## config.mk

```make
export PLATFORM = sky130hd
export DESIGN_NAME = pad_mux_control_combined_pad_irq
export DESIGN_NICKNAME = d
export VERILOG_FILES = /design/src/include/pad_mux_pkg.sv /design/src/pad_mux_control_combined_pad_irq.sv
export SDC_FILE = /design/constraint.sdc
export NUM_CORES = 2
export LEC_CHECK = 0
export BUFFER_PORTS_ARGS = -buffer_cell sky130_fd_sc_hd__buf_2
export CORE_AREA = 2 2 462 464
export CTS_CLUSTER_SIZE = 24
export DETAILED_ROUTE_END_ITERATION = 10
export DIE_AREA = 0 0 464 466
export PLACE_DENSITY = 0.39
export SYNTH_ARGS = -nofsm -noshare
export SYNTH_HDL_FRONTEND = slang
export SYNTH_SLANG_ARGS = --single-unit
```

## constraint.sdc

```tcl
create_clock -name core_clk -period 8.6 [get_ports core_clk]
set_input_delay 1.72 -clock core_clk [delete_from_list [all_inputs] [get_ports core_clk]]
set_output_delay 1.72 -clock core_clk [all_outputs]
set_load 0.05 [all_outputs]
```

## src/include/pad_mux_pkg.sv

```systemverilog
package pad_mux_pkg;
    localparam int NUM_PADS = 53;
    localparam int ATTR_W = 5;
    localparam int HI_W = NUM_PADS - 32;

    // Function selector codes
    localparam logic [1:0] FSEL_NORMAL = 2'h0;
    localparam logic [1:0] FSEL_GPIO = 2'h1;
    localparam logic [1:0] FSEL_THIRD = 2'h2;
    localparam logic [1:0] FSEL_FOURTH = 2'h3;
    localparam logic [1:0] FSEL_RESET = FSEL_NORMAL;

    // Register map, byte addresses
    localparam logic [11:0] ALT_FUNCTION_CTRL_BASE = 12'h000;
    localparam logic [11:0] PAD_ATTR_CTRL_BASE = 12'h100;
    localparam logic [11:0] IRQ_MASK_LO_ADDR = 12'h200;
    localparam logic [11:0] IRQ_MASK_HI_ADDR = 12'h204;
    localparam logic [11:0] IRQ_POL_LO_ADDR = 12'h208;
    localparam logic [11:0] IRQ_POL_HI_ADDR = 12'h20C;
    localparam logic [11:0] PAD_LEVEL_LO_ADDR = 12'h210;
    localparam logic [11:0] PAD_LEVEL_HI_ADDR = 12'h214;
    localparam logic [11:0] IRQ_TERM_LO_ADDR = 12'h218;
    localparam logic [11:0] IRQ_TERM_HI_ADDR = 12'h21C;

    // Pad attribute field positions
    localparam int ATTR_IE_BIT = 0;
    localparam int ATTR_SCHMITT_BIT = 1;
    localparam int ATTR_PU_BIT = 2;
    localparam int ATTR_PD_BIT = 3;
    localparam int ATTR_DS_BIT = 4;
    localparam logic [ATTR_W-1:0] ATTR_RESET = 5'h01;

    // Interrupt control reset values: masked, high-level sense
    localparam logic [NUM_PADS-1:0] IRQ_MASK_RESET = 53'h0;
    localparam logic [NUM_PADS-1:0] IRQ_POL_RESET = 53'h0;

    // Which pads offer each function; pads 0-15 port A, 16-31 B, 32-47 C, 48-52 D
    localparam logic [NUM_PADS-1:0] HAS_NORMAL = 53'h1F_FFFF_3FFF_FFFF;
    localparam logic [NUM_PADS-1:0] HAS_THIRD = 53'h0_FFFF_000F_7FE7;
    localparam logic [NUM_PADS-1:0] HAS_FOURTH = 53'h0_FF00_0000_07E0;
    // Mixed pads carrying a converter input under code 11, and those also under code 00
    localparam logic [NUM_PADS-1:0] ANALOG_ON_FOURTH = 53'h0_FF00_0000_0000;
    localparam logic [NUM_PADS-1:0] ANALOG_ON_NORMAL = 53'h0_F000_0000_0000;

    typedef enum logic [2:0] {
        REG_NONE = 3'h0,
        REG_FSEL = 3'h1,
        REG_ATTR = 3'h2,
        REG_WORD = 3'h3
    } reg_kind_t;
endpackage

```

## src/pad_mux_control_combined_pad_irq.sv

```systemverilog
module pad_mux_control_combined_pad_irq
    import pad_mux_pkg::*;
(
    input wire logic core_clk,
    input wire logic nrst,
    input wire logic psel,
    input wire logic penable,
    input wire logic pwrite,
    input wire logic [11:0] paddr,
    input wire logic [31:0] pwdata,
    output logic [31:0] prdata,
    output logic pready,
    output logic pslverr,
    input wire logic [NUM_PADS-1:0] pad_in,
    output logic [NUM_PADS-1:0] pad_out,
    output logic [NUM_PADS-1:0] pad_oe,
    input wire logic [NUM_PADS-1:0] norm_out,
    input wire logic [NUM_PADS-1:0] norm_oe,
    output logic [NUM_PADS-1:0] norm_in,
    input wire logic [NUM_PADS-1:0] gpio_out,
    input wire logic [NUM_PADS-1:0] gpio_oe,
    output logic [NUM_PADS-1:0] gpio_in,
    input wire logic [NUM_PADS-1:0] third_out,
    input wire logic [NUM_PADS-1:0] third_oe,
    output logic [NUM_PADS-1:0] third_in,
    input wire logic [NUM_PADS-1:0] fourth_out,
    input wire logic [NUM_PADS-1:0] fourth_oe,
    output logic [NUM_PADS-1:0] fourth_in,
    output logic [NUM_PADS-1:0] analog_in,
    output logic [NUM_PADS-1:0] input_buffer_en,
    output logic [NUM_PADS-1:0] schmitt_sel,
    output logic [NUM_PADS-1:0] pullup_en,
    output logic [NUM_PADS-1:0] pulldown_en,
    output logic [NUM_PADS-1:0] drive_strength_sel,
    output logic combined_pad_irq
);

    function automatic reg_kind_t addr_kind(input logic [11:0] a);
        if (a[1:0] != 2'h0) begin
            addr_kind = REG_NONE;
        end else if (a[11:8] == ALT_FUNCTION_CTRL_BASE[11:8] && a[7:2] < 6'(NUM_PADS)) begin
            addr_kind = REG_FSEL;
        end else if (a[11:8] == PAD_ATTR_CTRL_BASE[11:8] && a[7:2] < 6'(NUM_PADS)) begin
            addr_kind = REG_ATTR;
        end else if (a >= IRQ_MASK_LO_ADDR && a <= IRQ_TERM_HI_ADDR) begin
            addr_kind = REG_WORD;
        end else begin
            addr_kind = REG_NONE;
        end
    endfunction

    // Splits a 53-bit vector into the low or high bus word
    function automatic logic [31:0] word_of(input logic [NUM_PADS-1:0] v, input logic hi);
        word_of = hi ? {{(32 - HI_W){1'b0}}, v[NUM_PADS-1:32]} : v[31:0];
    endfunction

    function automatic logic [NUM_PADS-1:0] word_merge(input logic [NUM_PADS-1:0] v, input logic hi,
                                                       input logic [31:0] d);
        word_merge = hi ? {d[HI_W-1:0], v[31:0]} : {v[NUM_PADS-1:32], d};
    endfunction

    // True when pad p has a function behind code c; code 01 always reaches the port bit
    function automatic logic offers(input int p, input logic [1:0] c);
        case (c)
            FSEL_NORMAL: offers = HAS_NORMAL[p];
            FSEL_GPIO: offers = 1'b1;
            FSEL_THIRD: offers = HAS_THIRD[p];
            default: offers = HAS_FOURTH[p];
        endcase
    endfunction

    logic [1:0] fsel_reg [NUM_PADS];
    logic [ATTR_W-1:0] attr_reg [NUM_PADS];
    logic [NUM_PADS-1:0] irq_mask_reg;
    logic [NUM_PADS-1:0] irq_pol_reg;
    logic [NUM_PADS-1:0] sync1_reg;
    logic [NUM_PADS-1:0] sync2_reg;
    logic [NUM_PADS-1:0] irq_term_reg;
    logic [NUM_PADS-1:0] pad_out_next;
    logic [NUM_PADS-1:0] pad_oe_next;
    logic [NUM_PADS-1:0] core_in_next;
    logic [NUM_PADS-1:0] analog_next;

    reg_kind_t kind;
    logic [5:0] idx;
    logic access;
    logic do_write;
    logic [31:0] rdata_next;

    assign kind = addr_kind(paddr);
    assign idx = paddr[7:2];
    // Wait state: pready rises one cycle into the access phase, so every output stays registered
    assign access = psel && penable && !pready;
    assign do_write = psel && penable && pready && pwrite && !pslverr;

    always_ff @(posedge core_clk) begin
        if (!nrst) begin
            pready <= 1'b0;
            pslverr <= 1'b0;
            prdata <= 32'h0;
        end else begin
            pready <= access;
            pslverr <= access && (kind == REG_NONE);
            if (access && !pwrite) begin
                prdata <= rdata_next;
            end
        end
    end

    always_comb begin
        rdata_next = 32'h0;
        case (kind)
            REG_FSEL: rdata_next = {30'h0, fsel_reg[idx]};
            REG_ATTR: rdata_next = {27'h0, attr_reg[idx]};
            REG_WORD: begin
                case (paddr[4:3])
                    2'h0: rdata_next = word_of(irq_mask_reg, paddr[2]);
                    2'h1: rdata_next = word_of(irq_pol_reg, paddr[2]);
                    2'h2: rdata_next = word_of(sync2_reg, paddr[2]);
                    default: rdata_next = word_of(irq_term_reg, paddr[2]);
                endcase
            end
            default: rdata_next = 32'h0;
        endcase
    end

    always_ff @(posedge core_clk) begin
        for (int i = 0; i < NUM_PADS; i++) begin
            if (!nrst) begin
                fsel_reg[i] <= FSEL_RESET;
            end else if (do_write && kind == REG_FSEL && idx == 6'(i)) begin
                fsel_reg[i] <= pwdata[1:0];
            end
        end
    end

    always_ff @(posedge core_clk) begin
        for (int i = 0; i < NUM_PADS; i++) begin
            if (!nrst) begin
                attr_reg[i] <= ATTR_RESET;
            end else if (do_write && kind == REG_ATTR && idx == 6'(i)) begin
                attr_reg[i] <= pwdata[ATTR_W-1:0];
            end
        end
    end

    always_ff @(posedge core_clk) begin
        if (!nrst) begin
            irq_mask_reg <= IRQ_MASK_RESET;
            irq_pol_reg <= IRQ_POL_RESET;
        end else if (do_write && kind == REG_WORD) begin
            if (paddr[4:3] == IRQ_MASK_LO_ADDR[4:3]) begin
                irq_mask_reg <= word_merge(irq_mask_reg, paddr[2], pwdata);
            end
            if (paddr[4:3] == IRQ_POL_LO_ADDR[4:3]) begin
                irq_pol_reg <= word_merge(irq_pol_reg, paddr[2], pwdata);
            end
        end
    end

    always_comb begin
        pad_out_next = '0;
        pad_oe_next = '0;
        for (int i = 0; i < NUM_PADS; i++) begin
            case (fsel_reg[i])
                FSEL_NORMAL: begin
                    pad_out_next[i] = offers(i, FSEL_NORMAL) & norm_out[i];
                    pad_oe_next[i] = offers(i, FSEL_NORMAL) & norm_oe[i];
                end
                FSEL_GPIO: begin
                    pad_out_next[i] = gpio_out[i];
                    pad_oe_next[i] = gpio_oe[i];
                end
                FSEL_THIRD: begin
                    pad_out_next[i] = offers(i, FSEL_THIRD) & third_out[i];
                    pad_oe_next[i] = offers(i, FSEL_THIRD) & third_oe[i];
                end
                default: begin
                    pad_out_next[i] = offers(i, FSEL_FOURTH) & fourth_out[i];
                    pad_oe_next[i] = offers(i, FSEL_FOURTH) & fourth_oe[i];
                end
            endcase
        end
    end

    always_comb begin
        core_in_next = '0;
        analog_next = '0;
        for (int i = 0; i < NUM_PADS; i++) begin
            if (pad_oe_next[i]) begin
                core_in_next[i] = attr_reg[i][ATTR_IE_BIT] & pad_out_next[i];
            end else begin
                core_in_next[i] = pad_in[i];
            end
            analog_next[i] = (ANALOG_ON_FOURTH[i] && fsel_reg[i] == FSEL_FOURTH) ||
                             (ANALOG_ON_NORMAL[i] && fsel_reg[i] == FSEL_NORMAL);
        end
    end

    always_ff @(posedge core_clk) begin
        if (!nrst) begin
            pad_out <= '0;
            pad_oe <= '0;
        end else begin
            pad_out <= pad_out_next;
            pad_oe <= pad_oe_next;
        end
    end

    always_ff @(posedge core_clk) begin
        if (!nrst) begin
            analog_in <= '0;
        end else begin
            analog_in <= analog_next;
        end
    end

    always_ff @(posedge core_clk) begin
        if (!nrst) begin
            norm_in <= '0;
            gpio_in <= '0;
            third_in <= '0;
            fourth_in <= '0;
        end else begin
            // Unselected functions see low so a peripheral never reacts to a pad it does not own
            for (int i = 0; i < NUM_PADS; i++) begin
                norm_in[i] <= offers(i, FSEL_NORMAL) && fsel_reg[i] == FSEL_NORMAL && core_in_next[i];
                gpio_in[i] <= fsel_reg[i] == FSEL_GPIO && core_in_next[i];
                third_in[i] <= offers(i, FSEL_THIRD) && fsel_reg[i] == FSEL_THIRD && core_in_next[i];
                fourth_in[i] <= offers(i, FSEL_FOURTH) && fsel_reg[i] == FSEL_FOURTH && core_in_next[i];
            end
        end
    end

    always_ff @(posedge core_clk) begin
        for (int i = 0; i < NUM_PADS; i++) begin
            if (!nrst) begin
                input_buffer_en[i] <= ATTR_RESET[ATTR_IE_BIT];
                schmitt_sel[i] <= ATTR_RESET[ATTR_SCHMITT_BIT];
                pullup_en[i] <= ATTR_RESET[ATTR_PU_BIT];
                pulldown_en[i] <= ATTR_RESET[ATTR_PD_BIT];
                drive_strength_sel[i] <= ATTR_RESET[ATTR_DS_BIT];
            end else begin
                input_buffer_en[i] <= attr_reg[i][ATTR_IE_BIT];
                schmitt_sel[i] <= attr_reg[i][ATTR_SCHMITT_BIT];
                pullup_en[i] <= attr_reg[i][ATTR_PU_BIT];
                pulldown_en[i] <= attr_reg[i][ATTR_PD_BIT];
                drive_strength_sel[i] <= attr_reg[i][ATTR_DS_BIT];
            end
        end
    end

    // taken from raw pad level, independent of selector
    always_ff @(posedge core_clk) begin
        if (!nrst) begin
            sync1_reg <= '0;
            sync2_reg <= '0;
        end else begin
            // Nothing but the second stage reads the first, which may still be settling
            sync1_reg <= pad_in;
            sync2_reg <= sync1_reg;
        end
    end

    always_ff @(posedge core_clk) begin
        if (!nrst) begin
            irq_term_reg <= '0;
            combined_pad_irq <= 1'b0;
        end else begin
            irq_term_reg <= irq_mask_reg & (irq_pol_reg ^ sync2_reg);
            combined_pad_irq <= |irq_term_reg;
        end
    end

endmodule

```

* Word level (Yosys, flattened, before mapping)
Memory sizes are Yosys's and may differ from the RTL's.
Cells that the tools add are included.
** Storage, ports and cells
- Flip-flop bits (word level) :: 936
- RAM bits :: 371
- Output and inout port bits :: 671
- Logic and storage cells :: 2094
- Memories :: 2
** Memory list
- attr_reg :: depth 53, bits a word 5, rd ports 54, clocked after memory_dff 0, write ports 53, line pad_mux_control_combined_pad_irq.sv:73 : logic [ATTR_W-1:0] attr_reg [NUM_PADS];
- fsel_reg :: depth 53, bits a word 2, rd ports 54, clocked after memory_dff 0, write ports 53, line pad_mux_control_combined_pad_irq.sv:72 : logic [1:0] fsel_reg [NUM_PADS];
** Operators by class
- Magnitude comparators :: 3
- Equal/unequal tests :: 217
- Muxes and demuxes :: 755
- Bitwise operators :: 480
- Reduce and logical (&&, ||, !) cells :: 613
** Operator list (number)
- 1-bit two-way mux :: 533
- 1-bit logical AND :: 490
- 1-bit bitwise AND :: 371
- 1-bit case mux with 3 select lines :: 106
- 5-bit two-way mux :: 53
- 2-bit == test, second input constant :: 107
- 32-bit case mux with 3 select lines :: 2
- 3-bit OR reduction :: 53
- 32-bit two-way mux :: 4
- 6-bit == test, second input constant :: 21
- 2-bit by 1-bit == test with 1-bit output, second input constant :: 54
- 2-bit logical NOT :: 54
- 2-bit two-way mux :: 54
- 1-bit OR :: 106
- 6-bit by 5-bit == test with 1-bit output, second input constant :: 16
- 53-bit bitwise AND :: 1
- 53-bit OR reduction :: 1
- 53-bit bitwise XOR :: 1
- 6-bit by 4-bit == test with 1-bit output, second input constant :: 8
- 6-bit by 3-bit == test with 1-bit output, second input constant :: 4
- 6-bit by 2-bit == test with 1-bit output, second input constant :: 2
- 12-bit by 10-bit >= comparator with 1-bit output, second input constant :: 1
- 12-bit by 10-bit less-or-equal comparator with 1-bit output, second input constant :: 1
- 3-bit AND reduction :: 4
- 13 further kinds :: 21

* Longest topological paths before layout
- Word-level depth :: 13
- Gate-level depth with buffers :: 11

* Worst setup path after synthesis
OpenSTA, ideal clock, no wires.
- Path kind :: in2reg
- Start point :: in paddr[3]
- End point :: mem attr_reg[52][0] (enable)
- Arrival time :: 3.518 ns
- Required time :: 8.226 ns
- Slack :: 4.709 ns
- Cell stages on the path :: 8
- Path buffers :: 5
- Cells stage by stage :: buf_4 buf_6 buf_6 buf_2 buf_2 nor3_1 nand2_1 o21ai_0
** RTL lines
- start, declared :: line pad_mux_control_combined_pad_irq.sv:9 : input wire logic [11:0] paddr,
- end, declared :: line pad_mux_control_combined_pad_irq.sv:73

==> flow_summary_export.csv <==
group,metric,value,unit
power_and_ir_drop,power.share.combinational,9.3,%
critical_path,crit_path_end_kind,"flip-flop",
floorplanning,io_pins,1197,
floorplanning,initial_core_util,22.1,%
logic_synthesis,ys.flop_type,"dfxtp_1",
logic_synthesis,synth_xor_area_share,0.995,%
critical_path,startpoint,"paddr[10]",
global_route,grt_antenna_before_repair,107,
layout,nNetsFinal,5662,
timing,finalHoldViolCount,0,
routing,drc,0,
floorplanning,num_rows,169,
power_and_ir_drop,total_power,14200,uW
clock_tree,clock_sinks,1201,
logic_synthesis,yosys-top-cells-count,"dfxtp_1, nor2_1, nand2_1, and2_1, edfxtp_1",
timing,min_period,4780,ps
logic_synthesis,synth_top_family_by_area,"simple AND/OR/NAND/NOR gates",
routing,wl_per_cell,30.7,um
clock_tree,cts-root-buf,"clkbuf_16",
timing,finalMaxSlewViolations,0,
timing,skew,52.6,ps
routing,first_pass_iters,5,
timing,worst-slew-pin-transition,1290,ps
outcome,status,"finished, final reports clean",
routing,first_iter_violations,3470,
power_and_ir_drop,power_switching,3850,uW
layout,final-instance-count-excl-fill,8094,
global_route,grt_pass1_vias,35709,
floorplanning,die-height,466,um
routing,wl_met1,106000,um
timing,setup_ws,3820,ps
logic_synthesis,yosysWarningCount,0,
placement,dp_cells,7791,
routing,vias,36683,
routing,wl_met3,17000,um
power_and_ir_drop,powerDensity,239,nW/um2
global_route,grt_max_degree,131,
floorplanning,fp.dieArea,216000,um2
logic_synthesis,synth_edf_count,371,
critical_path,r2r_cells,5,
logic_synthesis,yosys.area.top_type,"dfxtp_1",
logic_synthesis,yosys-top-cells-area,"dfxtp_1, edfxtp_1, mux4_2",
global_route,grt_pass1_wl,325000,um
power_and_ir_drop,clockPowerShare,47.5,%
clock_tree,cts_resized,0,
logic_synthesis,synth_compound_area_share,5.33,%
routing,ant_nets,0,
routing,wl_met2,118000,um
routing,highest_layer,"met5",
clock_tree,clockBufferDepth,3,
timing,fin_setup_tns,0,ps
timing,fmax,0.209,GHz
global_route,grt_use_total,22.2,%
timing,hold-worst-slack,422,ps
clock_tree,cts_buffers,148,
critical_path,crit_type,"input pin to flip-flop",
timing,slew-limit-headroom,13.8,%
power_and_ir_drop,ir_drop,0.212,mV
logic_synthesis,yosysSeqAreaShare,59.5,%
placement,post-place-ws,2720,ps
clock_tree,cts_tree,"done",
power_and_ir_drop,leakage,0.0239,uW
logic_synthesis,synthAdderAreaFrac,0.429,%
routing,drt_wl_total,248000,um
logic_synthesis,syn_inst,4192,
critical_path,r2r_end,"attr_reg[13][4]",
clock_tree,h-tree-depth,4,
layout,largest_reg_flops,265,
critical_path,crit_path_start_kind,"input pin",
power_and_ir_drop,seqPwrFrac,43.2,%
min_path,hp-class,"flip-flop to flip-flop",
logic_synthesis,synthMuxAreaShare,10.1,%
clock_tree,cts_setup_buffers,0,
timing,grt_setup_unrepaired,"false",
logic_synthesis,synth_top_cell_area_share,35.6,%
power_and_ir_drop,switching_share,27.1,%
logic_synthesis,syn_area_per_cell,11.1,um2
timing,fin_crit_sh,55.6,%
job,cap_violations,0,
logic_synthesis,syn_area,46700,um2
logic_synthesis,ys_ff_latch,1201,
routing,via_per_inst,4.53,
critical_path,required,9010,ps
logic_synthesis,yosys.area_share.simple,19.0,%
floorplanning,dieWidth,464,um
timing,setup_viol,0,
global_route,overflow,0,
clock_tree,path_clk_slew,60,ps
clock_tree,ctsHoldBuffers,0,
logic_synthesis,synthMostInstantiatedCell,"dfxtp_1",
layout,drive_gt1_share,27.7,%
placement,dp_hpwl,194000,um
floorplanning,core_region_area,211000,um2
critical_path,r2r-start,"pready",
critical_path,arrival,5200,ps
critical_path,cp-endpoint,"attr_reg[13][4]",
critical_path,critical_path.max_fanout,15,
placement,place.gp.congestion,0.864,
clock_tree,insertion_delay,830,ps
layout,areaGrowthSynthToFinish,27.4,%
power_and_ir_drop,p_int,10300,uW
critical_path,ff2ff_setup_slack,5010,ps
logic_synthesis,synth.distinct_cells,63,
min_path,hold_start,"sync1_reg[21]",
placement,io_buffers,968,
logic_synthesis,async_flop_share,0,%
metal layers:
metal | track usage, % | up-vias
li1 | - | 16131
met1 | 29.0 | 18596
met2 | 36.9 | 1607
met3 | 4.78 | 319
met4 | 5.80 | 30
met5 | 0 | -
layout by cell type, fill, tap and decap left out, drive strengths merged, types with 76 or more instances in the layout:
| master | count |
|---|---|
| buf | 1048 |
| dfxtp | 830 |
| nor2 | 474 |
| nand2 | 461 |
| and2 | 382 |
| edfxtp | 371 |
| clkbuf | 217 |
| o21ai | 177 |
| a21oi | 162 |
| mux4 | 148 |
| mux2i | 125 |
| conb | 106 |
| and3 | 91 |
| nand2b | 76 |
through the flow:
step	area, um2	utilization [%]
6_report	59500	28.1
5_1_grt	59400	28.1
4_1_cts	59400	28.1
3_5_place_dp	54100	25.6
3_3_place_gp	54100	25.6
2_1_floorplan	47100	-
layout make-up:
type	count	area, um2
fill	22287	152000
sequential	1201	27800
multi-input combinational	2686	17200
timing repair buffer	1048	5490
clock buffer	217	4400
tap	2821	3530
clock inverter	55	871
inverter	35	136
antenna	31	77.6
cell families (layout without fill, tap and decap cells):
kind of cell	after synthesis	in the layout
buf+inv	410	1355
other cells	1	137
simple gates	1791	1791
xor+xnor	53	53
fa+ha+maj	16	16
flops	1201	1201
compound gates	439	439
mux	281	281
critical path, cell delays in order:
cell and delay, ps:
buf_2 110, nor3_1 730, o31ai_4 240, nor3_1 620, nand2_1 630, o21ai_0 1130
worst min-delay path by stage:
stage	endpoint	slack [ps]	cells after the start
6_report	sync2_reg[21]	420	1
2_1_floorplan	sync2_reg[0]	410	1
3_5_place_dp	sync2_reg[13]	420	1
3_3_place_gp	sync2_reg[28]	410	1
4_1_cts	sync2_reg[22]	420	1
5_1_grt	sync2_reg[22]	440	1
power by group through the flow:
stage	clock, uW	combinational [uW]	sequential [uW]
finish	6740	1310	6130
CTS	6910	1330	6130
global placement	0	1320	6260
floorplan	0	553	6470
global route	7120	1380	6140
detailed placement	0	1320	6250
(Power assumes the default switching activity.)
